===== config.mk =====
export PLATFORM = sky130hd
export DESIGN_NAME = scm_ctrl
export DESIGN_NICKNAME = d
export VERILOG_FILES = /design/src/scm_pkg.sv /design/src/scm_clk_if.sv /design/src/scm_ctrl.sv /design/src/scm_sys_div.sv /design/src/scm_switch_timer.sv
export SDC_FILE = /design/constraint.sdc
export NUM_CORES = 1
export LEC_CHECK = 0
export BUFFER_PORTS_ARGS = -buffer_cell sky130_fd_sc_hd__buf_2
export CAP_MARGIN = 10
export CORE_MARGIN = 4
export CORE_UTILIZATION = 59
export DETAILED_ROUTE_END_ITERATION = 8
export GPL_ROUTABILITY_DRIVEN = 1
export GPL_TIMING_DRIVEN = 0
export PLACE_DENSITY = 0.84
export SETUP_SLACK_MARGIN = 0.4
export SLEW_MARGIN = 10
export SYNTH_ARGS = -nofsm -noshare
export SYNTH_HDL_FRONTEND = slang
export SYNTH_SLANG_ARGS = --single-unit

===== constraint.sdc =====
create_clock -name i_clk_sys -period 3 [get_ports i_clk_sys]
set_input_delay 0.6 -clock i_clk_sys [delete_from_list [all_inputs] [get_ports i_clk_sys]]
set_output_delay 0.6 -clock i_clk_sys [all_outputs]
set_load 0.01 [all_outputs]

===== src/scm_pkg.sv =====
// package for the system clock and operating mode controller
// shared by the controller, its switch-timer module, the checker and the bench
package scm_pkg;

    // clock control register fields
    localparam int unsigned CTRL_ADDR_W     = 4;
    localparam logic [3:0]  ADDR_CLK_CTRL   = 4'h0;
    localparam logic [3:0]  ADDR_STATUS     = 4'h1;
    localparam int unsigned SEL_MSB         = 7;
    localparam int unsigned SEL_LSB         = 5;
    localparam int unsigned LOW_SEL_BIT     = 2;
    localparam int unsigned FAST_KEEP_BIT   = 1;
    localparam int unsigned SLOW_KEEP_BIT   = 0;
    localparam logic [7:0]  CTRL_RESET      = 8'h00;
    localparam logic [2:0]  SEL_SUB         = 3'h7;
    localparam logic [2:0]  SEL_RESET       = 3'h0;

    // status register fields
    localparam int unsigned ST_MODE_LSB     = 0;
    localparam int unsigned ST_BUSY_BIT     = 4;
    localparam int unsigned ST_SRC_SUB_BIT  = 5;
    localparam int unsigned ST_LOW_SRC_BIT  = 6;

    // switch settle: four system clock periods
    localparam int unsigned SWITCH_SYS_PERIODS = 4;
    // source sampling margin in system ticks, added to the settle count (three-stage sync)
    localparam int unsigned SYNC_STAGES     = 3;
    // width of the switch counter
    localparam int unsigned SW_CNT_W        = 4;

    typedef enum logic [2:0] {
        SCM_FAST  = 3'b000,
        SCM_SLOW  = 3'b001,
        SCM_SLEEP = 3'b010,
        SCM_HALT_SLOW_ONLY_MODE = 3'b011,
        SCM_HALT_BOTH_OSC_MODE = 3'b100,
        SCM_HALT_FAST_ONLY_MODE = 3'b101
    } scm_mode_e;

endpackage


===== src/scm_clk_if.sv =====
// interface carrying clock enables between the controller and its helpers
// all signals live on i_clk_sys
`timescale 1ns/1ps
interface scm_clk_if;
    logic       fast_tick;
    logic       sub_tick;
    logic [2:0] sel;
    logic       use_sub;
    logic       sys_tick;
    logic       sw_start;
    logic       sw_busy;

    modport ctrl (
        input  sys_tick,
        input  sw_busy,
        output fast_tick,
        output sub_tick,
        output sel,
        output use_sub,
        output sw_start
    );
    modport div (
        input  fast_tick,
        input  sub_tick,
        input  sel,
        input  use_sub,
        output sys_tick
    );
    modport sw (
        input  sys_tick,
        input  sw_start,
        output sw_busy
    );
endinterface


===== src/scm_ctrl.sv =====
// system clock select and operating mode controller
// assumes oscillator outputs arrive asynchronously as slow square waves
// and halt/wake requests are single-cycle strobes from the core
`timescale 1ns/1ps

module scm_ctrl (
    // clock and reset
    input  wire logic       i_clk_sys,
    input  wire logic       i_reset_n,
    // register port
    input  wire logic [3:0] i_addr,
    input  wire logic [7:0] i_wdata,
    input  wire logic       i_wr,
    input  wire logic       i_rd,
    output logic      [7:0] o_rdata,
    // oscillator inputs, asynchronous
    input  wire logic       i_fast_osc,
    input  wire logic       i_crystal_osc,
    input  wire logic       i_slow_rc_osc,
    // core events
    input  wire logic       i_halt,
    input  wire logic       i_wake,
    // oscillator enables
    output logic            o_fast_osc_en,
    output logic            o_crystal_en,
    output logic            o_slow_rc_en,
    // clock gates and status
    output logic            o_cpu_run,
    output logic            o_sys_clk_en,
    output logic            o_fast_clk_en,
    output logic            o_sub_clk_en,
    output logic            o_sys_tick,
    output logic            o_switch_busy,
    output logic      [2:0] o_mode
);
    typedef struct packed {
        logic [2:0]        sys_clk_sel;
        logic              low_osc_sel;
        logic              fast_osc_keep_on_halt;
        logic              slow_osc_keep_on_halt;
        scm_pkg::scm_mode_e mode;
        logic [2:0]        sy_fast;
        logic [2:0]        sy_xtal;
        logic [2:0]        sy_lrc;
        logic              fast_lvl;
        logic              sub_lvl;
        logic              fast_tick;
        logic              sub_tick;
        logic              sw_start;
        logic [7:0]        rdata;
        logic              fast_en;
        logic              sys_en;
        logic              sub_en;
    } scm_ctrl_s;

    scm_ctrl_s st_r;
    scm_ctrl_s st_nxt;

    scm_clk_if cif ();

    // core-running mode for a select code
    function automatic scm_pkg::scm_mode_e run_mode(input logic [2:0] s);
        run_mode = (s == scm_pkg::SEL_SUB) ? scm_pkg::SCM_SLOW
                                           : scm_pkg::SCM_FAST;
    endfunction

    function automatic logic is_run(input scm_pkg::scm_mode_e m);
        is_run = (m == scm_pkg::SCM_FAST) || (m == scm_pkg::SCM_SLOW);
    endfunction

    logic       sub_src;
    logic [7:0] ctrl_img;
    logic [7:0] stat_img;

    always_comb begin
        st_nxt = st_r;
        // three-stage sync; a change counts when stages two and three agree
        st_nxt.sy_fast = {st_r.sy_fast[1:0], i_fast_osc};
        st_nxt.sy_xtal = {st_r.sy_xtal[1:0], i_crystal_osc};
        st_nxt.sy_lrc  = {st_r.sy_lrc[1:0], i_slow_rc_osc};
        st_nxt.fast_tick = 1'b0;
        st_nxt.sub_tick  = 1'b0;
        st_nxt.sw_start  = 1'b0;
        if (st_r.sy_fast[2] == st_r.sy_fast[1]) begin
            st_nxt.fast_lvl  = st_r.sy_fast[2];
            st_nxt.fast_tick = st_r.sy_fast[2] & ~st_r.fast_lvl
                               & st_r.fast_en;
        end
        if (st_r.low_osc_sel) begin
            if (st_r.sy_xtal[2] == st_r.sy_xtal[1]) begin
                st_nxt.sub_lvl  = st_r.sy_xtal[2];
                st_nxt.sub_tick = st_r.sy_xtal[2] & ~st_r.sub_lvl;
            end
        end else if (st_r.sy_lrc[2] == st_r.sy_lrc[1]) begin
            st_nxt.sub_lvl  = st_r.sy_lrc[2];
            st_nxt.sub_tick = st_r.sy_lrc[2] & ~st_r.sub_lvl;
        end
        if (!st_r.sub_en) begin
            st_nxt.sub_tick = 1'b0;
        end

        // register writes
        if (i_wr && i_addr == scm_pkg::ADDR_CLK_CTRL) begin
            st_nxt.sys_clk_sel =
                i_wdata[scm_pkg::SEL_MSB:scm_pkg::SEL_LSB];
            st_nxt.low_osc_sel = i_wdata[scm_pkg::LOW_SEL_BIT];
            st_nxt.fast_osc_keep_on_halt = i_wdata[scm_pkg::FAST_KEEP_BIT];
            st_nxt.slow_osc_keep_on_halt = i_wdata[scm_pkg::SLOW_KEEP_BIT];
            st_nxt.sw_start =
                (i_wdata[scm_pkg::SEL_MSB:scm_pkg::SEL_LSB]
                 != st_r.sys_clk_sel)
                || (i_wdata[scm_pkg::LOW_SEL_BIT] != st_r.low_osc_sel);
        end

        case (st_r.mode)
            scm_pkg::SCM_FAST,
            scm_pkg::SCM_SLOW: begin
                if (i_halt) begin
                    case ({st_r.fast_osc_keep_on_halt,
                           st_r.slow_osc_keep_on_halt})
                        2'b00: st_nxt.mode = scm_pkg::SCM_SLEEP;
                        2'b01: st_nxt.mode = scm_pkg::SCM_HALT_SLOW_ONLY_MODE;
                        2'b10: st_nxt.mode = scm_pkg::SCM_HALT_FAST_ONLY_MODE;
                        default: st_nxt.mode = scm_pkg::SCM_HALT_BOTH_OSC_MODE;
                    endcase
                end else begin
                    st_nxt.mode = run_mode(st_nxt.sys_clk_sel);
                end
            end
            scm_pkg::SCM_SLEEP,
            scm_pkg::SCM_HALT_SLOW_ONLY_MODE,
            scm_pkg::SCM_HALT_BOTH_OSC_MODE,
            scm_pkg::SCM_HALT_FAST_ONLY_MODE: begin
                if (i_wake) begin
                    st_nxt.mode = run_mode(st_r.sys_clk_sel);
                end
            end
            default: st_nxt.mode = scm_pkg::SCM_FAST;
        endcase

        // clock gating per mode
        case (st_nxt.mode)
            scm_pkg::SCM_FAST: begin
                st_nxt.fast_en = 1'b1;
                st_nxt.sys_en  = 1'b1;
                st_nxt.sub_en  = 1'b1;
            end
            scm_pkg::SCM_SLOW: begin
                st_nxt.fast_en = st_nxt.fast_osc_keep_on_halt;
                st_nxt.sys_en  = 1'b1;
                st_nxt.sub_en  = 1'b1;
            end
            scm_pkg::SCM_HALT_SLOW_ONLY_MODE: begin
                st_nxt.fast_en = 1'b0;
                st_nxt.sub_en  = 1'b1;
                st_nxt.sys_en  = (st_nxt.sys_clk_sel == scm_pkg::SEL_SUB);
            end
            scm_pkg::SCM_HALT_BOTH_OSC_MODE: begin
                st_nxt.fast_en = 1'b1;
                st_nxt.sub_en  = 1'b1;
                st_nxt.sys_en  = 1'b1;
            end
            scm_pkg::SCM_HALT_FAST_ONLY_MODE: begin
                st_nxt.fast_en = 1'b1;
                st_nxt.sub_en  = (st_nxt.sys_clk_sel == scm_pkg::SEL_SUB);
                st_nxt.sys_en  = (st_nxt.sys_clk_sel != scm_pkg::SEL_SUB);
            end
            // sleep stops all but slow RC
            default: begin
                st_nxt.fast_en = 1'b0;
                st_nxt.sub_en  = 1'b0;
                st_nxt.sys_en  = 1'b0;
            end
        endcase

        // read data, valid the cycle after the strobe
        st_nxt.rdata = 8'h00;
        if (i_rd) begin
            case (i_addr)
                scm_pkg::ADDR_CLK_CTRL: st_nxt.rdata = ctrl_img;
                scm_pkg::ADDR_STATUS:   st_nxt.rdata = stat_img;
                default:                st_nxt.rdata = 8'h00;
            endcase
        end
    end

    always_comb begin
        sub_src  = (st_r.sys_clk_sel == scm_pkg::SEL_SUB);
        ctrl_img = scm_pkg::CTRL_RESET;
        ctrl_img[scm_pkg::SEL_MSB:scm_pkg::SEL_LSB] = st_r.sys_clk_sel;
        ctrl_img[scm_pkg::LOW_SEL_BIT]   = st_r.low_osc_sel;
        ctrl_img[scm_pkg::FAST_KEEP_BIT] = st_r.fast_osc_keep_on_halt;
        ctrl_img[scm_pkg::SLOW_KEEP_BIT] = st_r.slow_osc_keep_on_halt;
        stat_img = 8'h00;
        stat_img[scm_pkg::ST_MODE_LSB +: 3] = st_r.mode;
        stat_img[scm_pkg::ST_BUSY_BIT]      = cif.sw_busy;
        stat_img[scm_pkg::ST_SRC_SUB_BIT]   = sub_src;
        stat_img[scm_pkg::ST_LOW_SRC_BIT]   = st_r.low_osc_sel;
    end

    always_ff @(posedge i_clk_sys or negedge i_reset_n) begin
        if (!i_reset_n) begin
            st_r       <= '0;
            st_r.mode  <= scm_pkg::SCM_FAST;
            st_r.fast_en <= 1'b1;
            st_r.sys_en  <= 1'b1;
            st_r.sub_en  <= 1'b1;
        end else begin
            st_r <= st_nxt;
        end
    end

    assign cif.fast_tick = st_r.fast_tick;
    assign cif.sub_tick  = st_r.sub_tick;
    assign cif.sel       = st_r.sys_clk_sel;
    assign cif.use_sub   = sub_src;
    assign cif.sw_start  = st_r.sw_start;

    scm_sys_div u_div (
        .i_clk_sys (i_clk_sys),
        .i_reset_n (i_reset_n),
        .bus       (cif.div)
    );

    scm_switch_timer u_sw (
        .i_clk_sys (i_clk_sys),
        .i_reset_n (i_reset_n),
        .bus       (cif.sw)
    );

    assign o_rdata       = st_r.rdata;
    assign o_fast_osc_en = st_r.fast_en;
    assign o_crystal_en  = st_r.low_osc_sel & st_r.sub_en;
    assign o_slow_rc_en  = 1'b1;
    assign o_cpu_run     = is_run(st_r.mode);
    assign o_sys_clk_en  = st_r.sys_en;
    assign o_fast_clk_en = st_r.fast_en;
    assign o_sub_clk_en  = st_r.sub_en;
    assign o_sys_tick    = cif.sys_tick & st_r.sys_en;
    assign o_switch_busy = cif.sw_busy;
    assign o_mode        = st_r.mode;
endmodule


===== src/scm_sys_div.sv =====
// system clock tick generator: divided fast ticks or sub-clock ticks
// assumes fast_tick and sub_tick are single-cycle strobes on i_clk_sys
`timescale 1ns/1ps
module scm_sys_div (
    // clock and reset
    input  wire logic i_clk_sys,
    input  wire logic i_reset_n,
    // tick interface
    scm_clk_if.div    bus
);
    typedef struct packed {
        logic [5:0] cnt;
        logic       tick;
    } scm_div_s;

    scm_div_s st_r;
    scm_div_s st_nxt;

    // all-ones mask of the divide ratio for a select code
    function automatic logic [5:0] div_mask(input logic [2:0] s);
        div_mask = 6'(7'h7f >> (3'h7 - s)) ;
    endfunction

    always_comb begin
        st_nxt      = st_r;
        st_nxt.tick = 1'b0;
        if (bus.use_sub) begin
            st_nxt.tick = bus.sub_tick;
            st_nxt.cnt  = 6'h00;
        end else if (bus.fast_tick) begin
            if ((st_r.cnt & div_mask(bus.sel)) == div_mask(bus.sel)) begin
                st_nxt.cnt  = 6'h00;
                st_nxt.tick = 1'b1;
            end else begin
                st_nxt.cnt = st_r.cnt + 6'h01;
            end
        end
    end

    always_ff @(posedge i_clk_sys or negedge i_reset_n) begin
        if (!i_reset_n) begin
            st_r <= '0;
        end else begin
            st_r <= st_nxt;
        end
    end

    assign bus.sys_tick = st_r.tick;
endmodule


===== src/scm_switch_timer.sv =====
// clock switch settle timer: busy until enough system ticks pass
// assumes sw_start is a one-cycle strobe on each source change
`timescale 1ns/1ps
module scm_switch_timer (
    // clock and reset
    input  wire logic i_clk_sys,
    input  wire logic i_reset_n,
    // timer interface
    scm_clk_if.sw     bus
);
    typedef struct packed {
        logic [scm_pkg::SW_CNT_W-1:0] cnt;
        logic                         busy;
    } scm_sw_s;

    localparam logic [scm_pkg::SW_CNT_W-1:0] SW_LAST =
        scm_pkg::SW_CNT_W'(scm_pkg::SWITCH_SYS_PERIODS
                           + scm_pkg::SYNC_STAGES);

    scm_sw_s st_r;
    scm_sw_s st_nxt;

    always_comb begin
        st_nxt = st_r;
        if (bus.sw_start) begin
            st_nxt.busy = 1'b1;
            st_nxt.cnt  = '0;
        end else if (st_r.busy && bus.sys_tick) begin
            if (st_r.cnt == SW_LAST) begin
                st_nxt.busy = 1'b0;
            end else begin
                st_nxt.cnt = st_r.cnt + 1'b1;
            end
        end
    end

    always_ff @(posedge i_clk_sys or negedge i_reset_n) begin
        if (!i_reset_n) begin
            st_r <= '0;
        end else begin
            st_r <= st_nxt;
        end
    end

    assign bus.sw_busy = st_r.busy;
endmodule


Word-level counts from Yosys, hierarchy flattened --
Cells that the tools add are included.
Storage, ports and cells: word-level logic and storage cells 103, bits of input ports 21, output and inout port bits 20, register bits after elaboration 46
Operators by class: add/subtract/negate cells 3, shift-type cells 1, multiplexer cells 27, bitwise gates (word level) 9, equality and inequality tests 24, reduce and logical (&&, ||, !) cells 18
Operator list (count):
- $eq 3x3->1 const B | 6
- $pmux 8 s2 | 1
- $mux 7 | 2
- $mux 1 | 13
- $mux 6 | 2
- $pmux 3 s4 | 1
- $mux 5 | 2
- $eq 3x2->1 const B | 3
- $pmux 3 s3 | 1
- $mux 8 | 1
- $reduce_bool 2->1 | 4
- $shr 7x3->6 const A | 1
- $add 6x1->6 const B | 1
- $and 1x1->1 | 6
- $and 6x6->6 | 1
- $eq 3x1->1 const B | 2
- $eq 6x6->1 | 1
- $logic_not 3->1 | 2
- $mux 3 | 2
- $pmux 3 s2 | 1
- $reduce_and 2->1 | 3
- $add 4x1->4 const B | 1
- $eq 4x1->1 const B | 1
- $eq 4x3->1 const B | 1
- 17 further kinds | 23

Logic depth before layout (Yosys ltp) --
word-level depth 10, gate-level depth with buffers 8, mapped depth without buffers 8

Cells and area by module --
A second synthesis with hierarchy kept.
Second synthesis, totals: cell total of the unflattened synthesis 195, area total of the unflattened synthesis 2252.2 µm²
Modules (own cells, without submodules):
- scm_ctrl | area an instance 1576.5 µm², sequential area each 829.5 µm², cells each 130, times used 1
- scm_sys_div | area an instance 420.4 µm², sequential area each 175.2 µm², cells each 40, times used 1
- scm_switch_timer | area an instance 255.2 µm², sequential area each 125.1 µm², cells each 25, times used 1

Worst setup path before layout --
No wires, ideal clock.
kind register to register, start point register st_r, in the netlist o_mode[1], end point register st_r, in the netlist o_sub_clk_en, library setup time 81 ps, slack 1262 ps, data required time 2919 ps, arrival 1657 ps, buffers on the path 0, cell stages (with the launch flop) 7, clock period less this slack 1738 ps, path through dfrtp_1 > inv_1 > ha_1 > nor2b_1 > a221o_1 > a21o_1 > o221a_1
RTL lines:
- start, declared | line scm_ctrl.sv:56 | scm_ctrl_s st_r;
- start signal, assigned | line scm_ctrl.sv:209 | st_r <= st_nxt;

==> impl_results.md <==
* Status: finished clean
* Crit Path Category: reg -> reg
* Initial antenna violation count at 0
* Via density at 5.208
* Critical-path cell list: inv_1, ha_1, nor2b_1, a221o_1, o21ai_0, mux2i_1
* Final ANT Viol Nets at 0
* Detailed Place HPWL at 2780 µm
* Critical path's largest stage delay at 0.45 ns
* Multiplexer share of the synthesized area at 0.07356
* Setup repair bufs after CTS at 0
* Synth Net Count at 224
* Setup TNS at 0 ns
* Critical Path RT at 3.28 ns
* Placed insts at 276
* Max Clk Rate at 0.5146 GHz
* Clock Skew at 0.009927 ns
* Die Y-Extent at 68.27 µm
* CTS tree: yes
* Final Power at 1.547 mW
* Synthesized cell area at 0.002143 mm²
* # setup viols final at 0
* Critical path peak fanout at 5
* Fin cells at 284
* IO Pins at 41
* Fin crit period at 1.943 ns
* TritonCTS sink count at 45
* # resized after CTS at 0
* Clk slew on worst S/H paths at 0.13 ns
* Leak Pwr at 1.240 nW
* Grt peak-use layer: met2
* Largest net degree at the start of global routing at 46
* Max_slew headroom at 0.3890
* # fillers at 279
* Area delta synth->final at 13.60%
* Area share of the largest cell type after synthesis at 0.4904
* NumNets Final at 266
* Register area at 0.001130 mm²
* PwrDens at 635.5 mW/mm²
* Routed via count at 1479
* Yosys warnings at 0
* Unique masters post-synth at 42
* #FFs+latches synth at 45
* Wire length of the first global-routing pass at 6147 µm
* Crit share post-route at 0.6478
* Num rows at 21
* WP data arrival at 2.22 ns
* Post-synth ARST share at 1.000
* GR Layer Usage met1 at 0.2308
* IO buf count at 35
* Number of buffers and inverters on the critical path at 1
* Synth Area in Adders at 0.05604
* # diodes at 0
* Number of H-tree levels at 2
* Hold buffer count at cts at 0
* Compound-gate portion of the synthesized area at 0.08523
* Fin. max-slew vios at 0
* Met2 usage in global routing at 0.2900
* Cells after Synth at 195
* DRT Wirelength at 3656 µm
* Crit-path slowest cell: dfrtp_1
* EDFF count, synth at 0
* Detailed Routing Iterations Pass 1 at 4
* Startpoint Class: register
* Share of cells above drive strength 1 at 0.2899
* Post-synth top area cell: dfrtp_1
* Die ar. at 0.004661 mm²
* Layout Utilization at 0.7128
* Hold Crit Class: in -> reg
* Core Area at 0.003416 mm²
* Die Width at 68.27 µm
* TritonCTS buffer count at 5
* Largest family of logic cells by synthesized area: simple AND/OR/NAND/NOR gates
* RD Place Congestion at 0.7704
* Multi-input gate area at 853.3 µm²
* First-iteration detailed-routing DRC count at 86
* Clk buf depth at 2
* Post-route DRC at 0
* Post-synthesis sequential area ratio at 0.5271
* Root buffer cell: clkbuf_4
* Worst-Margin Slew at 0.9165 ns
* Avg Cell Area, Syn at 10.99 µm²
* Top cells by count, synth: dfrtp_1 (42), nand2_1 (19), nor2_1 (16), buf_4 (13), mux2i_1 (9)
* Delay-heaviest family, CP: compound AO/OA/AOI/OAI gates
* Simple-gate share of the synthesized area at 0.1430
* Total of max-cap violations at 0
* Hold_ws at 0.3327 ns
* GRT overflow at 0
* Initial core utilization at 0.6275
* Met3 usage at 0.05419
* Worst ir drop on vdd at 0.4645 mV
* CP Capture Type: register
* Tot GR Track Use at 0.1822
* Final hold vios at 0
* Ys flop type: dfrtp_1
* Top post-synthesis cells by area: dfrtp_1 (49%), ha_1 (4.7%), buf_4 (4.6%)
* Vias in the first global route at 1419
* RSZ-0062 raised after global routing: false
* Wire per inst at 12.87 µm
* XOR/XNOR Fraction of Synth Area at 0.03678
* Worst-Skew Late Latency at 0.36 ns
* Reg-to-reg slack, setup at 1.06 ns
* Count leader, synth: dfrtp_1
-- cell type report --
class / count / area share
Timing Repair Buffer: 35 / 0.07194
Buffer: 18 / 0.05498
Clock inverter: 3 / 0.008736
Inverter: 7 / 0.01079
Clock buffer: 5 / 0.01542
Tap cell: 46 / 0.02364
Sequential cell: 45 / 0.4640
Multi-Input combinational cell: 125 / 0.3505
-- power by group --
part	internal, mW	switching [mW]
clock network	0.0927	0.193
logic	0.225	0.225
registers	0.714	0.0976
-- flip-flops by register name (all words and copies together) (netlist names) --
signal and cells:
cif.sw_start 1, u_sw.st_r 4, cif.sel 3, o_sys_clk_en 1, o_sub_clk_en 1, o_mode 3
u_div.bus.sys_tick 1, cif.sub_tick 1, u_div.st_r 6, u_sw.bus.sw_busy 1, cif.fast_tick 1, ctrl_img 3
o_rdata 7, st_r 5, st_nxt 6, o_fast_clk_en 1
-- layout by cell type (no fill, tap or decap), drive strengths merged, types with 2 or more instances in the layout --
cell    instances
dfstp           3
xnor2           6
ha              8
maj3            2
a21o            3
and2            4
nor2b           3
a21oi           4
nor3b           4
and3            2
nor2           16
mux2            6
buf            52
xor2            3
dfrtp          42
nand4           3
nand3           4
nand2          19
o31ai           2
o21ai           8
conb            2
mux2i           9
nand2b          2
inv             8
clkbuf          6
-- path summary, 6_finish.rpt --
kind,depth (start not counted),start,endpoint
hold reg to reg,0,st_nxt[17],st_nxt[18]
setup / recovery,6,o_mode[1],o_sys_clk_en
setup reg to reg,6,o_mode[1],o_sys_clk_en
min in group asynchronous,1,i_reset_n,o_rdata[1]
hold / removal,1,i_fast_osc,st_nxt[23]
max in group asynchronous,1,i_reset_n,ctrl_img[1]
-- worst register-to-register path: stages, from the launching register on --
cell,delay [ns]
dfrtp_1,0.45
inv_1,0.07
ha_1,0.29
nor2b_1,0.15
a221o_1,0.38
o21ai_0,0.24
mux2i_1,0.28
-- metal layers --
| layer | wire, µm | share of wire |
|---|---|---|
| met2 | 1718 | 0.47 |
| met5 | 0 | 0 |
| met1 | 1663 | 0.45 |
| met4 | 63 | 0.017 |
| met3 | 210 | 0.057 |
-- logic make-up after synthesis --
logic type      count (synthesis)
flops                          45
compound gates                 27
other cells                     2
buf+inv                        25
fa+ha+maj                      10
mux                            15
xor+xnor                        9
simple gates                   62
-- metrics by stage --
stage | worst slack [ns] | cell area [µm²]
floorplan | 1.262 | 2143
global placement | 1.075 | 2376
detailed placement | 1.047 | 2376
CTS | 1.038 | 2435
global route | 0.9211 | 2435
finish | 1.057 | 2435
No activity file was read; power rests on OpenSTA's default activity.
